`src/occ_pkg.sv`:
```
package occ_pkg;

    // ----------------------------------------------------------------
    // register indices, byte address is four times the index
    // ----------------------------------------------------------------
    localparam logic [7:0] IDX_XCTRL = 8'h10;
    localparam logic [7:0] IDX_STATUS = 8'h11;
    localparam logic [7:0] IDX_IRQ_FLAG = 8'h12;
    localparam logic [7:0] IDX_IRQ_MASK = 8'h13;
    localparam logic [7:0] IDX_PLL_CTRL = 8'h14;
    localparam logic [7:0] IDX_RC_DIV = 8'h15;
    localparam logic [7:0] IDX_RC_STUP = 8'h16;
    localparam logic [7:0] IDX_RC_TRIM = 8'h38;

    // ----------------------------------------------------------------
    // field positions and masks
    // ----------------------------------------------------------------
    localparam int STAT_XRDY = 0;
    localparam int STAT_RCRDY = 1;
    localparam int STAT_LOCK = 2;
    localparam logic [2:0] STAT_MASK = 3'h7;
    localparam logic [31:0] TRIM_MASK = 32'h003F033F;
    localparam logic [2:0] RC_STUP_MASK = 3'h7;

    // ----------------------------------------------------------------
    // reset values and fast RC startup delay base
    // ----------------------------------------------------------------
    localparam logic [2:0] RC_STUP_RST = 3'h7;
    localparam logic [3:0] XSTART_RST = 4'h6;
    localparam logic [2:0] XGAIN_RST = 3'h0;
    localparam logic [31:0] RC_TRIM_RST = 32'h00000000;
    localparam logic [3:0] RC_DIV_RST = 4'h0;
    localparam logic [7:0] RC_STUP_BASE = 8'h08;

    // ----------------------------------------------------------------
    // crystal control register layout, bits 31:16 read zero
    // ----------------------------------------------------------------
    typedef struct packed {
        logic [3:0] startup;        // 15:12 settle = 2**startup cycles
        logic auto_amplitude_ctrl;  // 11
        logic [2:0] gain;           // 10:8
        logic run_on_request;       // 7
        logic run_in_standby;       // 6
        logic [2:0] spare;          // 5:3 read zero
        logic crystal_select;       // 2
        logic enable;               // 1
        logic spare0;               // 0 read zero
    } occ_xctrl_s;

    // ----------------------------------------------------------------
    // captured address phase
    // ----------------------------------------------------------------
    typedef struct packed {
        logic valid;
        logic write;
        logic [7:0] idx;
    } occ_aphase_s;

    typedef enum logic [2:0] {
        XS_OFF = 3'b001,
        XS_SETTLE = 3'b010,
        XS_READY = 3'b100
    } occ_xstate_e;

endpackage : occ_pkg

```
`src/occ_oscillator_control.sv`:
```
`timescale 1ns/10ps
// Functional notes
// crystal oscillator runs from external clock on input pin or crystal amplifier
// after reset oscillator disabled, both pins left to general I/O
// crystal mode enabled: both oscillator pins overridden
// external clock mode enabled: only input pin overridden
// enable bit 1 starts oscillator; 0 keeps it stopped always
// crystal select 1 picks amplifier, 0 enables external clock input
// software sets amplifier gain to suit the crystal frequency
// automatic amplitude control bit 1 lets amplitude self-adjust
// on-demand and run-in-standby decide running in active, idle, standby
// output masked for programmed settling time after reset or wake
// ready flag set once oscillator is stable
// interrupt on ready rising edge when enabled
// fast RC startup delay is 8 shifted left by code, reset 7
// PLL lock cleared while disabled or converging, set at target
// software loads trim: temp 21:16, band 9:8, freq 5:0
// divider code n gives fast RC divided by n plus 1
// peripheral request starts oscillator; output gated until ready
module occ_oscillator_control (
    // clock, reset, enable
    input wire logic core_clk_i,
    input wire logic rst_n_i,
    input wire logic clk_en_i,
    // AHB-Lite slave
    input wire logic hsel_i,
    input wire logic [11:0] haddr_i,
    input wire logic [1:0] htrans_i,
    input wire logic hwrite_i,
    input wire logic [2:0] hsize_i,
    input wire logic [31:0] hwdata_i,
    input wire logic hready_i,
    output logic hreadyout_o,
    output logic hresp_o,
    output logic [31:0] hrdata_o,
    // system state and requests
    input wire logic standby_i,
    input wire logic crystal_req_i,
    input wire logic rc_tick_i,
    input wire logic pll_at_target_i,
    // oscillator and pin control
    output logic crystal_run_o,
    output logic crystal_mode_o,
    output logic auto_amplitude_ctrl_o,
    output logic [2:0] gain_o,
    output logic osc_in_pin_override_o,
    output logic osc_out_pin_override_o,
    output logic crystal_clk_gate_o,
    output logic crystal_ready_o,
    // fast RC and PLL
    output logic [5:0] temp_trim_o,
    output logic [1:0] freq_band_o,
    output logic [5:0] freq_trim_o,
    output logic fast_rc_ready_o,
    output logic fast_rc_div_tick_o,
    output logic pll_enable_o,
    output logic pll_lock_o,
    // interrupt
    output logic irq_o
);

    // ----------------------------------------------------------------
    // helpers
    // ----------------------------------------------------------------
    function automatic logic [15:0] settle_cycles(input logic [3:0] code);
        settle_cycles = 16'h0001 << code;
    endfunction : settle_cycles

    function automatic logic [10:0] rc_delay(input logic [2:0] code);
        rc_delay = {3'h0, occ_pkg::RC_STUP_BASE} << code;
    endfunction : rc_delay

    // ----------------------------------------------------------------
    // reset synchroniser
    // ----------------------------------------------------------------
    logic rst_meta;
    logic rst_n;
    always_ff @(posedge core_clk_i or negedge rst_n_i) begin
        if (!rst_n_i) begin
            rst_meta <= 1'b0;
            rst_n <= 1'b0;
        end else begin
            rst_meta <= 1'b1;
            rst_n <= rst_meta;
        end
    end

    // ----------------------------------------------------------------
    // state
    // ----------------------------------------------------------------
    occ_pkg::occ_xctrl_s xctrl;
    occ_pkg::occ_aphase_s aph;
    occ_pkg::occ_xstate_e xstate;
    logic [2:0] irq_flag;
    logic [2:0] irq_mask;
    logic pll_en;
    logic [3:0] rc_div;
    logic [2:0] rc_stup;
    logic [31:0] rc_trim;
    logic [15:0] xcnt;
    logic [10:0] rc_cnt;
    logic rc_ready;
    logic [3:0] div_cnt;
    logic [2:0] stat_q;

    // ----------------------------------------------------------------
    // bus decode
    // ----------------------------------------------------------------
    wire accept = hsel_i && hready_i && htrans_i[1];
    wire wr_en = aph.valid && aph.write;
    wire wr_xctrl = wr_en && (aph.idx == occ_pkg::IDX_XCTRL);
    wire wr_flag = wr_en && (aph.idx == occ_pkg::IDX_IRQ_FLAG);
    wire wr_mask = wr_en && (aph.idx == occ_pkg::IDX_IRQ_MASK);
    wire wr_pll = wr_en && (aph.idx == occ_pkg::IDX_PLL_CTRL);
    wire wr_div = wr_en && (aph.idx == occ_pkg::IDX_RC_DIV);
    wire wr_stup = wr_en && (aph.idx == occ_pkg::IDX_RC_STUP);
    wire wr_trim = wr_en && (aph.idx == occ_pkg::IDX_RC_TRIM);
    wire [7:0] rd_idx = haddr_i[9:2];
    wire [2:0] status = {pll_lock_o, rc_ready, crystal_ready_o};

    // read multiplexer, unmapped reads give zero
    logic [31:0] next_rdata;
    always_comb begin
        case (rd_idx)
            occ_pkg::IDX_XCTRL: next_rdata = {16'h0000, xctrl & 16'hFFC6};
            occ_pkg::IDX_STATUS: next_rdata = {29'h0, status};
            occ_pkg::IDX_IRQ_FLAG: next_rdata = {29'h0, irq_flag};
            occ_pkg::IDX_IRQ_MASK: next_rdata = {29'h0, irq_mask};
            occ_pkg::IDX_PLL_CTRL: next_rdata = {31'h0, pll_en};
            occ_pkg::IDX_RC_DIV: next_rdata = {28'h0, rc_div};
            occ_pkg::IDX_RC_STUP: next_rdata = {29'h0, rc_stup};
            occ_pkg::IDX_RC_TRIM: next_rdata = rc_trim;
            default: next_rdata = 32'h00000000;
        endcase
    end

    // address phase capture and read data
    always_ff @(posedge core_clk_i or negedge rst_n) begin
        if (!rst_n) begin
            aph <= '0;
            hrdata_o <= 32'h00000000;
            hreadyout_o <= 1'b1;
            hresp_o <= 1'b0;
        end else if (clk_en_i) begin
            aph <= '{valid: accept, write: hwrite_i, idx: haddr_i[9:2]};
            hreadyout_o <= 1'b1;
            hresp_o <= 1'b0;
            if (accept && !hwrite_i) begin
                hrdata_o <= next_rdata;
            end
        end
    end

    // ----------------------------------------------------------------
    // software registers
    // ----------------------------------------------------------------
    always_ff @(posedge core_clk_i or negedge rst_n) begin
        if (!rst_n) begin
            xctrl <= '{startup: occ_pkg::XSTART_RST, gain: occ_pkg::XGAIN_RST, default: 1'b0};
            irq_mask <= 3'h0;
            pll_en <= 1'b0;
            rc_div <= occ_pkg::RC_DIV_RST;
            rc_stup <= occ_pkg::RC_STUP_RST;
            rc_trim <= occ_pkg::RC_TRIM_RST;
        end else if (clk_en_i) begin
            if (wr_xctrl) xctrl <= hwdata_i[15:0] & 16'hFFC6;
            if (wr_mask) irq_mask <= hwdata_i[2:0] & occ_pkg::STAT_MASK;
            if (wr_pll) pll_en <= hwdata_i[0];
            if (wr_div) rc_div <= hwdata_i[3:0];
            if (wr_stup) rc_stup <= hwdata_i[2:0] & occ_pkg::RC_STUP_MASK;
            if (wr_trim) rc_trim <= hwdata_i & occ_pkg::TRIM_MASK;
        end
    end

    // ----------------------------------------------------------------
    // crystal oscillator run decision
    // ----------------------------------------------------------------
    wire req_only = xctrl.run_on_request || (standby_i && !xctrl.run_in_standby);
    wire next_run = xctrl.enable && (!req_only || crystal_req_i);

    // settle sequencer: off, masked settling, ready
    occ_pkg::occ_xstate_e next_xstate;
    always_comb begin
        case (xstate)
            occ_pkg::XS_OFF: next_xstate = crystal_run_o ? occ_pkg::XS_SETTLE : occ_pkg::XS_OFF;
            occ_pkg::XS_SETTLE: begin
                if (!crystal_run_o) next_xstate = occ_pkg::XS_OFF;
                else if (xcnt == 16'h0001) next_xstate = occ_pkg::XS_READY;
                else next_xstate = occ_pkg::XS_SETTLE;
            end
            occ_pkg::XS_READY: next_xstate = crystal_run_o ? occ_pkg::XS_READY : occ_pkg::XS_OFF;
            default: next_xstate = occ_pkg::XS_OFF;
        endcase
    end

    // oscillator control, pin override and settling counter
    always_ff @(posedge core_clk_i or negedge rst_n) begin
        if (!rst_n) begin
            xstate <= occ_pkg::XS_OFF;
            xcnt <= 16'h0000;
            crystal_run_o <= 1'b0;
            crystal_mode_o <= 1'b0;
            auto_amplitude_ctrl_o <= 1'b0;
            gain_o <= occ_pkg::XGAIN_RST;
            osc_in_pin_override_o <= 1'b0;
            osc_out_pin_override_o <= 1'b0;
            crystal_clk_gate_o <= 1'b0;
            crystal_ready_o <= 1'b0;
        end else if (clk_en_i) begin
            crystal_run_o <= next_run;
            crystal_mode_o <= xctrl.crystal_select;
            auto_amplitude_ctrl_o <= xctrl.auto_amplitude_ctrl;
            gain_o <= xctrl.gain;
            osc_in_pin_override_o <= xctrl.enable;
            osc_out_pin_override_o <= xctrl.enable && xctrl.crystal_select;
            xstate <= next_xstate;
            if (xstate == occ_pkg::XS_OFF) xcnt <= settle_cycles(xctrl.startup);
            else if (xcnt != 16'h0000) xcnt <= xcnt - 16'h0001;
            crystal_ready_o <= next_xstate == occ_pkg::XS_READY;
            crystal_clk_gate_o <= next_xstate == occ_pkg::XS_READY;
        end
    end

    // ----------------------------------------------------------------
    // fast RC startup, divider, trim and PLL lock
    // ----------------------------------------------------------------
    wire div_wrap = (div_cnt >= rc_div);
    always_ff @(posedge core_clk_i or negedge rst_n) begin
        if (!rst_n) begin
            rc_cnt <= 11'h000;
            rc_ready <= 1'b0;
            div_cnt <= 4'h0;
            fast_rc_ready_o <= 1'b0;
            fast_rc_div_tick_o <= 1'b0;
            temp_trim_o <= 6'h00;
            freq_band_o <= 2'h0;
            freq_trim_o <= 6'h00;
            pll_enable_o <= 1'b0;
            pll_lock_o <= 1'b0;
        end else if (clk_en_i) begin
            if (!rc_ready && rc_tick_i) begin
                rc_cnt <= rc_cnt + 11'h001;
                rc_ready <= (rc_cnt + 11'h001) >= rc_delay(rc_stup);
            end
            fast_rc_ready_o <= rc_ready;
            fast_rc_div_tick_o <= 1'b0;
            if (rc_ready && rc_tick_i) begin
                div_cnt <= div_wrap ? 4'h0 : div_cnt + 4'h1;
                fast_rc_div_tick_o <= div_wrap;
            end
            temp_trim_o <= rc_trim[21:16];
            freq_band_o <= rc_trim[9:8];
            freq_trim_o <= rc_trim[5:0];
            pll_enable_o <= pll_en;
            pll_lock_o <= pll_en && pll_at_target_i;
        end
    end

    // ----------------------------------------------------------------
    // interrupt flags, write one to clear, a new event wins
    // ----------------------------------------------------------------
    wire [2:0] rise = status & ~stat_q;
    always_ff @(posedge core_clk_i or negedge rst_n) begin
        if (!rst_n) begin
            stat_q <= 3'h0;
            irq_flag <= 3'h0;
            irq_o <= 1'b0;
        end else if (clk_en_i) begin
            stat_q <= status;
            irq_flag <= (irq_flag & ~(wr_flag ? hwdata_i[2:0] : 3'h0)) | rise;
            irq_o <= |(((irq_flag & ~(wr_flag ? hwdata_i[2:0] : 3'h0)) | rise) & irq_mask);
        end
    end

endmodule : occ_oscillator_control

```
`config.mk`:
```
export PLATFORM = sky130hd
export DESIGN_NAME = occ_oscillator_control
export DESIGN_NICKNAME = d
export VERILOG_FILES = /design/src/occ_pkg.sv /design/src/occ_oscillator_control.sv
export SDC_FILE = /design/constraint.sdc
export NUM_CORES = 1
export LEC_CHECK = 0
export ABC_AREA = 1
export BUFFER_PORTS_ARGS = -buffer_cell sky130_fd_sc_hd__buf_2
export CAP_MARGIN = 20
export CORE_ASPECT_RATIO = 0.7
export CORE_MARGIN = 10
export CORE_UTILIZATION = 50
export DETAILED_ROUTE_END_ITERATION = 8
export PLACE_DENSITY = 0.72
export SLEW_MARGIN = 20
export SYNTH_ARGS = -nofsm -noshare
export SYNTH_HDL_FRONTEND = slang
export SYNTH_SLANG_ARGS = --single-unit
```
`constraint.sdc`:
```
create_clock -name core_clk_i -period 11.1 [get_ports core_clk_i]
set_clock_uncertainty 0.15 [all_clocks]
set_input_delay 1.665 -clock core_clk_i [delete_from_list [all_inputs] [get_ports core_clk_i]]
set_output_delay 1.665 -clock core_clk_i [all_outputs]
set_load 0.02 [all_outputs]
```
==> results of run 1 <==
## through the flow
step                std cells  area [um2]   util
global placement         1108        7490  0.559
global route             1141        8070  0.602
CTS                      1140        8040  0.600
finish                   1141        8070  0.602
floorplan                 865        7000      -
detailed placement       1108        7490  0.559
## routing by layer
layer	GRT usage	part of all wire	vias up
met5	0	0	-
met4	0.0527	0.0093	0
met3	0.0617	0.093	18
met2	0.238	0.39	234
met1	0.278	0.51	2704
li1	-	-	2920
## cells by family after synthesis
family,synth area share
buffers and inverters,0.0870
flip-flops,0.501
XOR/XNOR,0.0138
multiplexers,0.00305
AND/OR/NAND/NOR,0.249
other,0.00108
adder cells (fa/ha/maj),0.0305
AO/OA/AOI/OAI,0.115
## where the power goes
| group | total (mW) | leakage, nW | switching [mW] | internal (mW) |
|---|---|---|---|---|
| Clock | 0.535 | 0.270 | 0.242 | 0.293 |
| Sequential | 0.555 | 1.83 | 0.0242 | 0.531 |
| Combinational | 0.131 | 2.12 | 0.0859 | 0.0449 |
| Total | 1.22 | 4.21 | 0.352 | 0.869 |
## cell type report
type,instances,area [um2],area share
Timing Repair Buffer,94,498,0.0617
Clock buffer,17,425,0.0527
Tap cell,185,231,0.0287
Multi-Input combinational cell,589,2910,0.361
Inverter,102,385,0.0478
Clock inverter,15,126,0.0157
Sequential cell,139,3490,0.432
## cells in the mapped netlist (all sizes together)
| master | instances | area [um2] |
|---|---|---|
| nor3 | 16 | 111 |
| clkbuf | 9 | 35.0 |
| conb | 2 | 7.51 |
| o31ai | 9 | 67.6 |
| nand2 | 250 | 948 |
| xor2 | 8 | 70.1 |
| a21o | 1 | 7.51 |
| dfstp | 6 | 158 |
| nand3 | 46 | 240 |
| a21oi | 25 | 125 |
| o21ai | 95 | 487 |
| inv | 102 | 385 |
| or2 | 1 | 6.26 |
| nor4 | 2 | 27.5 |
| and3 | 1 | 6.26 |
| o21bai | 1 | 7.51 |
| mux2i | 1 | 10.0 |
| nand4 | 13 | 103 |
| mux2 | 1 | 11.3 |
| a21boi | 1 | 7.51 |
| dfrtp | 133 | 3330 |
| nor2 | 70 | 290 |
| o22ai | 7 | 43.8 |
| o211ai | 2 | 15.0 |
| xnor2 | 3 | 26.3 |
| ha | 17 | 213 |
| a22oi | 1 | 7.51 |
| buf | 26 | 185 |
| a31oi | 4 | 25.0 |
| o21a | 1 | 7.51 |
## sequential cells by signal (all words and copies together), names as in the netlist, 2 cells and up
register / flops
rc_div: 4
rc_cnt: 11
freq_band_o: 2
irq_mask: 3
gain_o: 3
xcnt: 16
rc_stup: 3
irq_flag: 3
div_cnt: 4
xstate: 3
rc_trim: 14
freq_trim_o: 6
aph: 10
hrdata_o: 22
xctrl: 12
temp_trim_o: 6
stat_q: 3
## worst max path at each step
| stage | to | slack (ns) | start | cells past startpoint |
|---|---|---|---|---|
| after global placement | rc_cnt[8]$_DFFE_PN0P_ | 7.18 | clk_en_i | 7 |
| after detailed placement | rc_cnt[8]$_DFFE_PN0P_ | 7.11 | clk_en_i | 6 |
| after floorplan | aph[0]$_DFFE_PN0P_ | 6.80 | rst_n$_DFF_PN0_ | 0 |
| after CTS | rc_cnt[8]$_DFFE_PN0P_ | 7.57 | clk_en_i | 7 |
| after global routing | rc_cnt[8]$_DFFE_PN0P_ | 7.34 | clk_en_i | 7 |
| final | rc_cnt[8]$_DFFE_PN0P_ | 7.55 | clk_en_i | 7 |
## worst register-to-register path, cell delays in order (launching register included)
cell	delay (ns)
dfstp_2	0.53
inv_1	0.07
nor3_2	0.68
inv_2	0.35
nand3_1	0.21
nand2_2	0.21
inv_4	0.28
nand2_1	0.08
nand2_1	0.06
o21ai_0	0.07
## cell usage in the layout (no fill, tap or decap), types with 3 or more instances in the layout
| cell | count |
|---|---|
| nor3_2 | 4 |
| conb_1 | 13 |
| nand4_1 | 11 |
| dfstp_2 | 6 |
| o21ai_0 | 74 |
| clkbuf_16 | 17 |
| nand2_1 | 246 |
| inv_2 | 6 |
| xor2_1 | 8 |
| dfrtp_1 | 132 |
| ha_1 | 17 |
| a31oi_1 | 4 |
| o21ai_2 | 3 |
| nand3_1 | 44 |
| buf_2 | 91 |
| o21ai_1 | 18 |
| inv_6 | 7 |
| o22ai_1 | 7 |
| nand2_2 | 4 |
| nor2_2 | 8 |
| nor3_1 | 11 |
| inv_1 | 95 |
| nor2_1 | 61 |
| o31ai_1 | 9 |
| a21oi_1 | 25 |
| xnor2_1 | 3 |
==> metrics.txt, run 1 <==
status=completed; I/O Pins=122; setup tns final=0 ns; crit path max fanout=between 50 and 60; CP cell instances=buf_2 > buf_4 > inv_2 > nor3_4 > inv_1 > nand2_1 > o21ai_0; min Tclk post-route=3.55 ns; antenna viol nets, final=0; f_max=282 MHz; R2R Path Start=xstate[0]$_DFFE_PN1P_; CP Capture Type=flip-flop; Clock Sinks=139; drt first pass iters=5; Worst Setup Start Kind=input port; Worst Tran Pin Value=0.897 ns; share of cells above drive strength 1=0.175; number of global-route vias before repair=5562; crit-path leading delay family=buffers and inverters; cells after synthesis=854; largest net degree at the start of global routing=between 80 and 90; initial antenna violation count=0; Initial Util=0.520; RSZ-0062 raised after global routing=false; Layout Nets=1019; crit-path max cell delay=between 0.6 and 0.7 ns; number of gates resized after CTS=0; Critical Path AT=3.69 ns; R2R Path End=xcnt[3]$_DFFE_PN0P_; Synth Area per Inst=8.15 um2; DP HPWL=12.6 mm; Hold Path Class=reg2async; Ys Warns=0; setup ws final=7.55 ns; #FFs+latches synth=139; antenna cells=0; Worst-Skew Late Latency=0.42 ns; Max-cap violations=0; Static Leak=around 4.2 nW; # rows=35; Slowest-stage cell, CP=nor3_4; global-route wire length before repair=~29 mm; vias per cell=5.15; setup repair bufs after CTS=0; Port Buf Inserts=91; # DRC=0; clk slew on worst S/H paths=about 0.06 ns; all-layer global routing usage=0.184; WL final=17.7 mm; r2r worst-path depth=9; htree depth=4; CTS Root Buffer Type=clkbuf_16; Critical Path RT=~11 ns; Crit Path Class=in2reg; library cells used by synthesis=47; Initial DRC Count=545; sequential share of the synthesized area=0.501; pwr dens=151 nW/um2; WL per Instance=15.5 um; Fillers=1214; R2R Setup Slk=between 8 and 9 ns; Peak supply drop=0.109 mV; hold slack=about 0.11 ns; Worst Path Buf+Inv=4; Mapped Area=around 7000 um2; Setup WS pre-CTS=7.11 ns; final setup fails=0; area added between synthesis and finish=15.9%; relative slew slack=0.399; Final Hold Vio Count=0; cts hold-fix bufs=0; total core area=13400 um2; max-slew violations=0; die height=119 um; CTS tree=yes; gr ovfl total=0; final period utilization=0.320; Die X=161 um; die footprint=19100 um2; clk buf depth=2; Pwr Total=about 1.2 mW; CTS buffer count=17; via count=5876; placer's final routability congestion estimate=0.951
(Power assumes the default switching activity.)
==> run 2, diff against run 1 <==
==> constraint.sdc (replaced) <==
create_clock -name core_clk_i -period 3.35 [get_ports core_clk_i]
set_clock_uncertainty 0.15 [all_clocks]
set_input_delay 0.5025 -clock core_clk_i [delete_from_list [all_inputs] [get_ports core_clk_i]]
set_output_delay 0.5025 -clock core_clk_i [all_outputs]
set_load 0.02 [all_outputs]
==> run 2 against run 1 <==
Non-clock buffer count increased by 3. Global-route usage rose by 0.11 points. Clock power grew to 4.0 times the previous value. Sequential power rose to 3.3 times the previous value. Hold slack gained 0.047 ns.
==> metrics.txt, run 2 (synthesis results as in run 1) <==
R2R Path End=rc_ready$_DFFE_PN0P_; setup repair bufs after CTS=0; share of cells above drive strength 1=0.176; antenna cells=0; initial antenna violation count=0; drt first pass iters=7; vias per cell=5.19; CP Capture Type=flip-flop; Port Buf Inserts=between 90 and 100; crit path to=rc_ready$_DFFE_PN0P_; setup tns final=0 ns; WL final=17.7 mm; number of gates resized after CTS=0; status=completed; r2r worst-path depth=11; pwr dens=535 nW/um2; all-layer global routing usage=0.185; final period utilization=0.751; die footprint=19100 um2; area added between synthesis and finish=17.8%; most frequent cells in the layout=nand2_1 (246), dfrtp_1 (132), inv_1 (95), buf_2 (91), o21ai_0 (74); CTS Root Buffer Type=clkbuf_16; RSZ-0062 raised after global routing=false; fin cells=1144; Peak supply drop=0.363 mV; R2R Setup Slk=approximately 0.83 ns; WL per Instance=roughly 15 um; htree depth=4; Initial Util=0.520; Setup crit start=rc_cnt[0]$_DFFE_PN0P_; gr ovfl total=0; largest net degree at the start of global routing=slightly below 100; DP HPWL=12.7 mm; Die X=161 um; Static Leak=4.27 nW; Comb pwr share=0.097; Worst Tran Pin Value=0.578 ns; Crit Path Class=reg2reg; Int Power=3.26 mW; Max-cap violations=0; placer's final routability congestion estimate=0.945; Final Hold Vio Count=0; Initial DRC Count=537; CTS buffer count=17; Worst Setup Start Kind=flip-flop; clk buf depth=2; min Tclk post-route=2.52 ns; max-slew violations=0; die height=119 um; register area=3490 um2; global-route wire length before repair=29.2 mm; # DRC=0; Multi-input gate area=between 2000 and 3000 um2; f_max=between 300 and 400 MHz; crit path max fanout=3; # rows=35; commonest non-fill, non-tap cell in the layout=nand2_1; Layout Nets=roughly 1000; clock power share=0.484; registers with the most flip-flops=hrdata_o: 22 flops, xcnt: 16 flops, rc_trim: 14 flops; Reg with most FFs=hrdata_o; Clock Sinks=~140; I/O Pins=roughly 120; number of flip-flops in the largest register=22; total core area=13400 um2; number of global-route vias before repair=about 5700; final setup fails=0; Fillers=between 1000 and 1500; switching pwr=about 1.1 mW; Critical Path AT=between 2 and 3 ns; Critical Path RT=3.51 ns; R2R Path Start=rc_cnt[0]$_DFFE_PN0P_; Worst-Skew Late Latency=0.41 ns; via count=5938; Pwr Total=about 4.4 mW; CTS tree=yes; placed cell count=1111; clk slew on worst S/H paths=roughly 0.06 ns; sequential fraction of design power=0.419; relative slew slack=0.613; antenna viol nets, final=0; Hold Path Class=reg2async; Switching Fraction=0.256
==> run 2: changes by cell type in the layout (fill, tap and decap cells not counted), moves of 2 or more <==
cell       previous run  this run
buf_4                 2         4
bufinv_16             0         5
clkinv_2              2         0
inv_8                 2         0
==> run 2: final cells by class <==
type	count	share of cell area
sequential	139	0.426
multi-input combinational	589	0.355
timing repair buffer	97	0.0629
clock buffer	18	0.0536
inverter	102	0.0470
tap	185	0.0282
clock inverter	14	0.0276
==> run 2: how the worst min path moves through the flow <==
stage	from	to	slack (ns)	depth (start not counted)
after floorplan	rst_n_i	rst_meta$_DFF_PN0_	0.06	0
after global placement	rst_n_i	rst_meta$_DFF_PN0_	0.14	1
after detailed placement	rst_n_i	rst_meta$_DFF_PN0_	0.14	1
after CTS	haddr_i[8]	aph[6]$_DFFE_PN0P_	0.15	3
after global routing	hwdata_i[16]	rc_trim[16]$_DFFE_PN0P_	0.17	3
final	rst_n$_DFF_PN0_	rc_trim[21]$_DFFE_PN0P_	0.16	0
==> run 2: through the flow <==
| stage | hold WS, ns | worst slack (ns) | utilization | instance area [um2] |
|---|---|---|---|---|
| finish | 0.155 | 0.833 | 0.612 | 8200 |
| global route | 0.169 | 0.644 | 0.612 | 8200 |
| CTS | 0.151 | 0.846 | 0.612 | 8200 |
| detailed placement | 0.139 | 0.858 | 0.562 | 7520 |
| global placement | 0.140 | 0.896 | 0.562 | 7520 |
| floorplan | 0.0569 | 0.896 | - | 7010 |
==> run 2: per-layer routing <==
layer | GRT usage | part of all wire | routed length [um] | vias up
li1 | - | - | - | 2912
met1 | 0.265 | 0.48 | 8420 | 2781
met2 | 0.255 | 0.41 | 7230 | 229
met3 | 0.0711 | 0.11 | 1910 | 16
met4 | 0.0425 | 0.0091 | 162 | 0
met5 | 0 | 0 | 0 | -
==> run 2: worst max-delay path, stage by stage, from the launching register on <==
cell and delay, ns:
dfrtp_1 0.39, ha_1 0.21, nand3_1 0.09, nor2_1 0.25, nand4_1 0.17, nor2_1 0.15, xor2_1 0.20, ha_1 0.27
a21oi_1 0.15, o21a_1 0.13, o211ai_1 0.08, a21o_1 0.16
==> run 2: repair_timing <==
action / 4_1_cts / 5_1_grt
endpoints found under the hold margin: 2 / 0
hold buffers: 1 / 0
endpoints found under the setup margin: 0 / 0
==> run 2: power by group through the flow <==
stage	registers (mW)	logic [mW]	clock network, mW
final	1.84	0.426	2.12
after floorplan	1.88	0.298	0
after global placement	1.87	0.417	0
after global routing	1.85	0.496	2.22
after detailed placement	1.87	0.425	0
after CTS	1.84	0.428	2.15
